### config.mk
export PLATFORM = sky130hd
export DESIGN_NAME = sts_sequencer
export DESIGN_NICKNAME = d
export VERILOG_FILES = /design/src/common/sts_pkg.sv /design/src/sts_fifo.sv /design/src/sts_sequencer.sv
export SDC_FILE = /design/constraint.sdc
export NUM_CORES = 1
export LEC_CHECK = 0
export BUFFER_PORTS_ARGS = -buffer_cell sky130_fd_sc_hd__buf_2
export CAP_MARGIN = 5
export CORE_ASPECT_RATIO = 1.75
export CORE_MARGIN = 4
export CORE_UTILIZATION = 45
export DETAILED_ROUTE_END_ITERATION = 8
export GPL_TIMING_DRIVEN = 0
export PLACE_DENSITY = 0.75
export REMOVE_ABC_BUFFERS = 1
export SLEW_MARGIN = 40
export SYNTH_ARGS = -nofsm -noshare
export SYNTH_HDL_FRONTEND = slang
export SYNTH_HIERARCHICAL = 1
export SYNTH_SLANG_ARGS = --single-unit
### constraint.sdc
create_clock -name core_clk -period 6.9 [get_ports core_clk]
set_clock_uncertainty 0.2 [all_clocks]
set_input_delay 1.38 -clock core_clk [delete_from_list [all_inputs] [get_ports core_clk]]
set_output_delay 1.38 -clock core_clk [all_outputs]
set_load 0.02 [all_outputs]
### src/common/sts_pkg.sv
package sts_pkg;

  // Sequence geometry
  localparam int          SEQ_LEVELS     = 8;
  localparam int          LVL_W          = 3;
  localparam int          LCNT_W         = 4;
  localparam int          OCC_W          = 16;
  localparam logic [3:0]  MIN_LEVELS     = 4'h2;
  localparam logic [3:0]  MAX_LEVELS     = 4'h8;
  localparam logic [15:0] OCC_MIN        = 16'h0001;

  // Acquisition memory and data path
  localparam int          SAMPLE_W_DEF   = 16;
  localparam int          ACQ_DEPTH_DEF  = 1024;
  localparam int          FIFO_DEPTH_DEF = 8;

  // Values after reset
  localparam logic [2:0]  LEVEL_RST      = 3'h0;
  localparam logic [15:0] OCC_RST        = 16'h0000;
  localparam logic [2:0]  TRIG_LVL_DEF   = 3'h0;

  // Branch modes
  typedef enum logic [1:0] {
    STS_BR_OFF       = 2'h0,
    STS_BR_RESTART   = 2'h1,
    STS_BR_PER_LEVEL = 2'h2
  } sts_branch_t;

  // Arm sources
  typedef enum logic [1:0] {
    STS_ARM_RUN   = 2'h0,
    STS_ARM_EXT   = 2'h1,
    STS_ARM_OTHER = 2'h2
  } sts_arm_t;

endpackage

### src/sts_fifo.sv
`timescale 1ns/1ps
module sts_fifo
  import sts_pkg::*;
#(
  parameter int WIDTH = SAMPLE_W_DEF,
  parameter int DEPTH = FIFO_DEPTH_DEF
) (
  // Clock and reset
  input  wire logic             core_clk,
  input  wire logic             rstn,
  // Fill side
  input  wire logic             in_valid,
  output logic                  in_ready,
  input  wire logic [WIDTH-1:0] in_data,
  // Drain side
  output logic                  out_valid,
  input  wire logic             out_ready,
  output logic [WIDTH-1:0]      out_data
);

  localparam int AW = $clog2(DEPTH);

  if (DEPTH < 2 || (1 << AW) != DEPTH) begin : g_bad_depth
    $error("sts_fifo: DEPTH must be a power of two, at least 2");
  end

  logic [WIDTH-1:0] mem [DEPTH];
  logic [AW-1:0]    wr_ptr;
  logic [AW-1:0]    rd_ptr;
  logic [AW:0]      count;
  logic [AW-1:0]    next_wr_ptr;
  logic [AW-1:0]    next_rd_ptr;
  logic [AW:0]      next_count;
  logic             next_in_ready;
  logic             next_out_valid;
  logic             do_wr;
  logic             do_rd;
  logic [WIDTH-1:0] next_out_data;

  always_comb begin
    do_wr          = in_valid && in_ready;
    do_rd          = out_valid && out_ready;
    next_wr_ptr    = do_wr ? wr_ptr + 1'b1 : wr_ptr;
    next_rd_ptr    = do_rd ? rd_ptr + 1'b1 : rd_ptr;
    // Head kept in a flop; a word written as the new head bypasses memory
    if (do_wr && wr_ptr == next_rd_ptr) begin
      next_out_data = in_data;
    end else begin
      next_out_data = mem[next_rd_ptr];
    end
    next_count     = count;
    if (do_wr && !do_rd) begin
      next_count = count + 1'b1;
    end else if (do_rd && !do_wr) begin
      next_count = count - 1'b1;
    end
    // Flags registered so both ports come straight from flops
    next_in_ready  = next_count != (AW+1)'(DEPTH);
    next_out_valid = next_count != '0;
  end

  always_ff @(posedge core_clk) begin
    if (!rstn) begin
      wr_ptr    <= '0;
      rd_ptr    <= '0;
      count     <= '0;
      in_ready  <= 1'b0;
      out_valid <= 1'b0;
      out_data  <= '0;
    end else begin
      wr_ptr    <= next_wr_ptr;
      rd_ptr    <= next_rd_ptr;
      count     <= next_count;
      in_ready  <= next_in_ready;
      out_valid <= next_out_valid;
      out_data  <= next_out_data;
    end
  end

  always_ff @(posedge core_clk) begin
    if (do_wr) begin
      mem[wr_ptr] <= in_data;
    end
  end

endmodule

### src/sts_sequencer.sv
// Function
// - Trigger and store levels always kept
// - Store states matching level's store qualifier, plus the trigger state
// - Primary branch advances, or triggers in trigger level
// - Primary needs programmed 1..65535 occurrences
// - Secondary qualifier jumps to its target level
// - Macro only in next-to-last level, merges last
// - Macro stores level qualifier, then macro qualifier
// - Macro loops after disable until memory full
// - Trigger state always stored
// - Arm from run, external, or other analyzer
// - Branch mode off drops all secondary branches
// - Restart: failed primary plus restart returns level 1, only before the trigger
// - Two to eight levels configured
// - Secondary branches never cross trigger level
// - One secondary target per level
`timescale 1ns/1ps
module sts_sequencer
  import sts_pkg::*;
#(
  parameter int SAMPLE_W   = SAMPLE_W_DEF,
  parameter int ACQ_DEPTH  = ACQ_DEPTH_DEF,
  parameter int FIFO_DEPTH = FIFO_DEPTH_DEF
) (
  // Clock and reset
  input  wire logic                        core_clk,
  input  wire logic                        rstn,
  // Run control and arming
  input  wire logic                        run,
  input  wire logic [1:0]                  arm_source_select,
  input  wire logic                        ext_arm_in,
  input  wire logic                        other_arm_in,
  input  wire logic                        other_on,
  input  wire logic                        other_arm_source_select_this,
  // Sequence configuration
  input  wire logic [LCNT_W-1:0]           level_count,
  input  wire logic [LVL_W-1:0]            trigger_level,
  input  wire logic [SEQ_LEVELS*OCC_W-1:0] occurrence_count,
  input  wire logic [1:0]                  branch_mode,
  input  wire logic [SEQ_LEVELS-1:0]       branch_enable,
  input  wire logic [SEQ_LEVELS*LVL_W-1:0] branch_target,
  input  wire logic                        macro_on,
  // Acquired state and qualifier matches
  input  wire logic                        sample_valid,
  output logic                             sample_ready,
  input  wire logic [SAMPLE_W-1:0]         sample_data,
  input  wire logic [SEQ_LEVELS-1:0]       store_match,
  input  wire logic [SEQ_LEVELS-1:0]       primary_match,
  input  wire logic [SEQ_LEVELS-1:0]       secondary_match,
  input  wire logic                        restart_match,
  input  wire logic                        macro_enable_match,
  input  wire logic                        macro_store_match,
  input  wire logic                        macro_disable_match,
  // Acquisition memory stream
  output logic                             mem_valid,
  input  wire logic                        mem_ready,
  output logic [SAMPLE_W-1:0]              mem_data,
  // Status
  output logic                             armed,
  output logic                             triggered,
  output logic                             acq_done,
  output logic [LVL_W-1:0]                 seq_level,
  output logic [$clog2(ACQ_DEPTH+1)-1:0]   stored_count
);

  localparam int CNT_W = $clog2(ACQ_DEPTH+1);

  if (ACQ_DEPTH < 1 || SAMPLE_W < 1) begin : g_bad_param
    $error("sts_sequencer: ACQ_DEPTH and SAMPLE_W must be positive");
  end

  // Buffer pointers wrap, so its depth must be a power of two
  if (FIFO_DEPTH < 2 || (FIFO_DEPTH & (FIFO_DEPTH - 1)) != 0) begin : g_bad_fifo
    $error("sts_sequencer: FIFO_DEPTH must be a power of two, at least 2");
  end

  typedef enum logic [1:0] {ST_IDLE, ST_RUN, ST_DONE} sts_state_t;

  sts_state_t       state;
  sts_state_t       next_state;
  // One shared occurrence counter, cleared on every level change
  logic [OCC_W-1:0] occ;
  logic [OCC_W-1:0] next_occ;
  logic [LVL_W-1:0] next_level;
  logic             macro_act;
  logic             next_macro_act;
  logic             next_triggered;
  logic             next_armed;
  logic             next_done;
  logic [CNT_W-1:0] next_stored;
  logic             ext_sync1;
  logic             ext_sync2;
  logic             other_sync1;
  logic             other_sync2;
  logic             next_ext_sync1;
  logic             next_other_sync1;

  // Effective configuration
  logic [LCNT_W-1:0] eff_levels;
  logic [LVL_W-1:0]  last_lvl;
  logic [LVL_W-1:0]  trig_lvl;
  logic              macro_ok;
  logic              arm_hit;

  // Per-sample decisions
  logic             take;
  logic             is_trig;
  logic             is_last;
  logic             is_macro;
  logic             prim;
  logic             hit;
  logic             sec_ok;
  logic             store;
  logic             push;
  logic [LVL_W-1:0] tgt;
  logic [OCC_W-1:0] occ_tgt;

  // Two-flop synchronisers for pins from outside this clock
  always_comb begin
    next_ext_sync1   = ext_arm_in;
    next_other_sync1 = other_arm_in;
  end

  always_ff @(posedge core_clk) begin
    if (!rstn) begin
      ext_sync1   <= 1'b0;
      ext_sync2   <= 1'b0;
      other_sync1 <= 1'b0;
      other_sync2 <= 1'b0;
    end else begin
      ext_sync1   <= next_ext_sync1;
      ext_sync2   <= ext_sync1;
      other_sync1 <= next_other_sync1;
      other_sync2 <= other_sync1;
    end
  end

  always_comb begin
    if (level_count < MIN_LEVELS) begin
      eff_levels = MIN_LEVELS;
    end else if (level_count > MAX_LEVELS) begin
      eff_levels = MAX_LEVELS;
    end else begin
      eff_levels = level_count;
    end
    last_lvl = LVL_W'(eff_levels - 4'h1);
    // trigger level falls back to default, keeping a store level after it
    if ({1'b0, trigger_level} + 4'h2 <= eff_levels) begin
      trig_lvl = trigger_level;
    end else begin
      trig_lvl = TRIG_LVL_DEF;
    end
    // macro only when next-to-last level follows the trigger
    macro_ok = macro_on && ({1'b0, trig_lvl} + 4'h3 <= eff_levels);
    // other analyzer unusable when off or arm_source_select us
    unique case (arm_source_select)
      STS_ARM_EXT:   arm_hit = ext_sync2;
      STS_ARM_OTHER: arm_hit = (other_on && !other_arm_source_select_this) ? other_sync2 : 1'b1;
      default:       arm_hit = 1'b1;
    endcase
  end

  always_comb begin
    // Back-pressure: a state is only consumed when the buffer can take it
    take     = sample_valid && sample_ready;
    is_trig  = seq_level == trig_lvl;
    // Last level only stores, but may still take a secondary branch
    is_last  = seq_level == last_lvl;
    is_macro = macro_ok && (seq_level == last_lvl - 1'b1);
    tgt      = branch_target[seq_level*LVL_W +: LVL_W];
    occ_tgt  = occurrence_count[seq_level*OCC_W +: OCC_W];
    if (occ_tgt < OCC_MIN) begin
      occ_tgt = OCC_MIN;
    end
    // last level has no primary branch
    prim     = primary_match[seq_level] && !is_last && !is_macro;
    hit      = prim && ({1'b0, occ} + 17'h00001 >= {1'b0, occ_tgt});
    // Out-of-range targets are ignored rather than wrapped
    // single target, same side of trigger, per-level mode only
    sec_ok   = (branch_mode == STS_BR_PER_LEVEL) && branch_enable[seq_level] &&
               secondary_match[seq_level] && !is_macro && ({1'b0, tgt} < eff_levels) &&
               ((tgt <= trig_lvl) == (seq_level <= trig_lvl));
  end

  always_comb begin
    next_state     = state;
    next_level     = seq_level;
    next_occ       = occ;
    next_macro_act = macro_act;
    next_triggered = triggered;
    next_stored    = stored_count;
    store          = 1'b0;
    unique case (state)
      ST_IDLE: begin
        // wait for arm, then start at level 1
        if (run && arm_hit) begin
          next_state     = ST_RUN;
          next_level     = LEVEL_RST;
          next_occ       = OCC_RST;
          next_macro_act = 1'b0;
          next_triggered = 1'b0;
          next_stored    = '0;
        end
      end
      ST_RUN: begin
        // Dropping run aborts; words already queued still drain
        if (!run) begin
          next_state = ST_IDLE;
        end else if (take) begin
          if (is_macro) begin
            // Macro level never advances; only a full memory ends it
            // store per phase of the macro
            store = macro_act ? macro_store_match : store_match[seq_level];
            if (!macro_act && macro_enable_match) begin
              next_macro_act = 1'b1;
            end else if (macro_act && macro_disable_match) begin
              next_macro_act = 1'b0;
            end
          end else begin
            // level store qualifier, trigger state forced in
            store = store_match[seq_level] || (is_trig && hit);
            if (hit) begin
              next_occ   = OCC_RST;
              next_level = seq_level + 1'b1;
              if (is_trig) begin
                next_triggered = 1'b1;
              end
            end else if (sec_ok) begin
              next_occ   = OCC_RST;
              next_level = tgt;
            end else if (branch_mode == STS_BR_RESTART && restart_match && !prim && !triggered) begin
              // back to level 1 on a state failing the primary
              // Ignored after the trigger so post-trigger data is not cut short
              next_occ   = OCC_RST;
              next_level = LEVEL_RST;
            end else if (prim) begin
              next_occ = occ + 1'b1;
            end
          end
          if (store) begin
            next_stored = stored_count + 1'b1;
            if (stored_count + 1'b1 == CNT_W'(ACQ_DEPTH)) begin
              next_state = ST_DONE;
            end
          end
        end
      end
      ST_DONE: begin
        // Results held until run drops
        if (!run) begin
          next_state = ST_IDLE;
        end
      end
    endcase
    // Status follows the next state so each output leaves a flop
    push       = store;
    next_armed = next_state == ST_RUN;
    next_done  = next_state == ST_DONE;
  end

  always_ff @(posedge core_clk) begin
    if (!rstn) begin
      state        <= ST_IDLE;
      seq_level    <= LEVEL_RST;
      occ          <= OCC_RST;
      macro_act    <= 1'b0;
      triggered    <= 1'b0;
      armed        <= 1'b0;
      acq_done     <= 1'b0;
      stored_count <= '0;
    end else begin
      state        <= next_state;
      seq_level    <= next_level;
      occ          <= next_occ;
      macro_act    <= next_macro_act;
      triggered    <= next_triggered;
      armed        <= next_armed;
      acq_done     <= next_done;
      stored_count <= next_stored;
    end
  end

  // Stored states queue toward acquisition memory
  sts_fifo #(
    .WIDTH (SAMPLE_W),
    .DEPTH (FIFO_DEPTH)
  ) u_fifo (
    .core_clk  (core_clk),
    .rstn      (rstn),
    .in_valid  (push),
    .in_ready  (sample_ready),
    .in_data   (sample_data),
    .out_valid (mem_valid),
    .out_ready (mem_ready),
    .out_data  (mem_data)
  );

endmodule

==> summary.txt <==
Run status
  • Status: finished clean

Routing
  • Average routed wire per standard cell: ~20 um
  • Number of design-rule violations left by the first detailed-router iteration: around 700
  • Overall via count from detail_route: between 10k and 15k
  • Drt first pass iters: 7
  • Final wirelength: roughly 33 mm
  • Detailed-route DRC error count: 0
  • Post-DR vias/cell: 6.14
  • Antenna-violating nets left: 0

Critical path
  • Critical Path Max Stage Delay: roughly 0.44 ns
  • Chain of cells forming the critical path: buf_2 > nand2b_1 > or2_2 > inv_1 > ha_1 > nor2b_1 > o21a_1 > maj3_1 > a22oi_1 > nand2_1 > ha_1 > and2_1 > a32o_1 > a221oi_2 > mux2i_2 > o21bai_4 > mux2i_1 > nor3_2 > nand2_1 > nor4b_2 > buf_2 > buf_2
  • Category of the most critical setup path: in2reg
  • Critical path required time: around 6.8 ns
  • Worst Path Buf+Inv: 4
  • Setup crit end kind: register
  • Crit path arrival time: between 6 and 7 ns
  • Kind of cell with the highest combined delay on the critical path: simple AND/OR/NAND/NOR gates
  • Most used cell along the critical path: sky130_fd_sc_hd__buf_2
  • Crit Path Max Fanout: 9
  • Worst-path cell with the longest stage delay: sky130_fd_sc_hd__nor4b_2
  • Critical Path Source Type: primary input

Placed design
  • Final Wtd Congestion: roughly 0.86
  • Port Buf Inserts: between 200 and 300
  • Detailed placer's ending HPWL: between 20 and 30 mm
  • Instance area after placement: approximately 0.014 mm2

Clock tree
  • Count of H-tree levels built during CTS: 4
  • Clock Root Buffer: sky130_fd_sc_hd__clkbuf_16
  • Later-pin clock latency in the skew report: 0.44 ns
  • Hold bufs inserted after CTS: 0
  • Num CTS Buffers: 17
  • CTS Buffer Depth: 2
  • Clk sink count: 196
  • Clock-pin slew on the worst setup and hold paths: 0.07 ns
  • TritonCTS clock tree: built
  • Postcts setup bufs: 0

Synth
  • Synth top area share: between 30% and 40%
  • Total number of yosys warnings: 6
  • Ranking of synthesized cells by area: sky130_fd_sc_hd__edfxtp_1 32%, sky130_fd_sc_hd__dfxtp_1 11%, sky130_fd_sc_hd__mux4_2 8.3%, sky130_fd_sc_hd__mux2i_1 5.8%, sky130_fd_sc_hd__ha_1 4.7%
  • Most repeated cell in the gate-level netlist after synthesis: sky130_fd_sc_hd__edfxtp_1
  • #FFs+latches synth: just under 200
  • Leading cell types by count after synthesis: 128 x sky130_fd_sc_hd__edfxtp_1, 77 x sky130_fd_sc_hd__nand2_1, 70 x sky130_fd_sc_hd__mux2i_1
  • Post-synth cell types: 80
  • Post-synthesis async set-or-reset flop share: 0%
  • Synthesized area per cell: ~11 um2
  • Top_reg_cell synth: sky130_fd_sc_hd__edfxtp_1
  • Gate count after technology mapping: between 1k and 1.5k
  • EDFF count, synth: 128
  • Dominant cell type by area after synthesis: sky130_fd_sc_hd__edfxtp_1
  • Post-Synthesis Cell Area: between 0.01 and 0.015 mm2
  • Sequential share of the synthesized area: between 40% and 50%

Cells and area
  • Finished layout cell area: 0.0144 mm2
  • Post-layout utilization of the core: between 50 and 60%
  • Antenna cells: 0
  • Filler Cell Count: ~2.3k
  • Fraction of layout instances using a drive strength above 1: between 30% and 40%
  • Total number of nets in the final design: approximately 1.6k
  • Area grow syn2layout: 19.8%

Pwr
  • Power density normalized to cell area: 201 mW/mm2
  • Total Power Consumption: ~2900 uW
  • VDD IR-drop max: approximately 170 uV
  • Static Leak: around 0.0054 uW

GRT
  • Global-route wire length before repair: between 50 and 60 mm
  • Via count of the first global-routing pass: approximately 10k
  • GRT Resource Usage Total: between 20% and 30%
  • Global route overflow: 0
  • Largest net degree at the start of global routing: 47
  • Initial antenna violation count: 0

Floorplanning
  • X dimension of the die: approximately 130 um
  • Core Region: 0.0262 mm2
  • Height of the die: between 200 and 250 um
  • Number of cell rows: between 70 and 80
  • Die area: 0.0294 mm2
  • Number of ports placed on the die boundary: 260
  • Initial core utilization: between 40% and 50%

STA
  • Max-slew violations: 0
  • Worst Max-Slew Pin Slew: around 0.9 ns
  • Final worst-path cycle share: roughly 96%
  • Final number of hold-violating endpoints: 0
  • Unrepaired setup endpoints after global routing: yes
  • Highest attainable clock frequency: ~150 MHz
  • Relative max-transition margin: between 40% and 50%
  • Final-report setup violation count: 0
  • Period minus WS final: about 6.6 ns

Min path
  • Class of the most critical hold timing path: reg2reg

Flow run
  • Max-cap check violation count: 0
## state kept, by name, summed over array words and instances, names as in the netlist, 2 cells and up
| signal | count |
|---|---|
| state | 2 |
| occ | 16 |
| u_fifo/count | 4 |
| stored_count | 11 |
| u_fifo/wr_ptr | 3 |
| u_fifo/out_data | 16 |
| u_fifo/rd_ptr | 3 |
| seq_level | 3 |
| u_fifo/mem | 128 |
## what timing repair did
action                                  in CTS  in global routing
pin swaps                                    0                  1
resized for setup                            3                 10
endpoints found under the setup margin      84                 95
## worst register-to-register path, stage by stage (launching register included)
cell and delay, ns:
sky130_fd_sc_hd__dfxtp_4 0.59, sky130_fd_sc_hd__buf_12 0.30, sky130_fd_sc_hd__mux4_2 0.54, sky130_fd_sc_hd__mux2i_1 0.38
sky130_fd_sc_hd__nand4_1 0.20, sky130_fd_sc_hd__or4_1 0.55, sky130_fd_sc_hd__nand2_1 0.08, sky130_fd_sc_hd__ha_1 0.12
sky130_fd_sc_hd__nand3b_1 0.10, sky130_fd_sc_hd__a21oi_1 0.08, sky130_fd_sc_hd__o221ai_1 0.20, sky130_fd_sc_hd__nand4_1 0.18
sky130_fd_sc_hd__o21ai_1 0.61, sky130_fd_sc_hd__o21ai_0 0.24, sky130_fd_sc_hd__mux2i_1 0.44, sky130_fd_sc_hd__nor3_2 0.09
sky130_fd_sc_hd__and2_4 0.22, sky130_fd_sc_hd__and3_1 0.18, sky130_fd_sc_hd__or3_1 0.32, sky130_fd_sc_hd__a22oi_1 0.33
sky130_fd_sc_hd__a21oi_1 0.12
## metrics by stage
step                setup TNS (ns)  std cells  setup slack [ns]  hold WS (ns)
floorplan                   -38.02       1003            -0.660         0.212
global placement           -357.84       1582             -3.01         0.215
detailed placement          -74.69       1612            -0.834         0.226
CTS                              0       1644            0.0641         0.242
global route                -0.325       1644           -0.0457         0.248
finish                           0       1644             0.299         0.242
## cells by family after synthesis
logic type	synth area share [%]
adder cells (fa/ha/maj)	4.78
multiplexers	14.5
AO/OA/AOI/OAI	16.7
XOR/XNOR	2.92
flip-flops	43.4
buffers and inverters	4.34
AND/OR/NAND/NOR	13.4
## layer usage
layer / wire, um / GRT usage [%]
met2: 18400 / 42.7
met4: 1690 / 11.8
met3: 1740 / 3.84
met5: 0 / 0
met1: 11000 / 21.6
## path summary, 6_finish.rpt
| check | from | end | slack (ns) | depth (start not counted) |
|---|---|---|---|---|
| setup reg to reg | seq_level[0] | u_fifo/in_ready | 0.69 | 20 |
| setup / recovery | level_count[3] | u_fifo/mem[4][8] | 0.30 | 22 |
| hold reg to reg | ext_sync1 | ext_sync2 | 0.24 | 1 |
| hold / removal | ext_sync1 | ext_sync2 | 0.24 | 1 |
## power by group
part | internal [uW] | switching (uW) | total, uW
registers | 1290 | 50.9 | 1340
clock network | 512 | 442 | 954
logic | 256 | 342 | 599
total | 2060 | 835 | 2890
## area by class of cell
type                            count  area (um2)  area share, %
Sequential cell                   196        5220           36.3
Clock buffer                       19         443           3.08
Clock inverter                     13         120          0.836
Multi-Input combinational cell    770        6460           44.9
Inverter                           37         139          0.966
Tap cell                          320         400           2.79
Timing Repair Buffer              289        1590           11.1
## cell usage in the layout (no fill, tap or decap), drive strengths merged, types with 18 or more instances in the layout
cell type	count
buf	289
edfxtp	128
nand2	77
mux2i	70
dfxtp	68
a21oi	51
ha	45
a211oi	45
nor2	45
mux4	44
inv	43
nand3	42
nor2b	38
a32o	32
nand4	25
o21ai	25
xnor2	22
clkbuf	19
a22oi	18
a221oi	18
(Power assumes the default switching activity.)
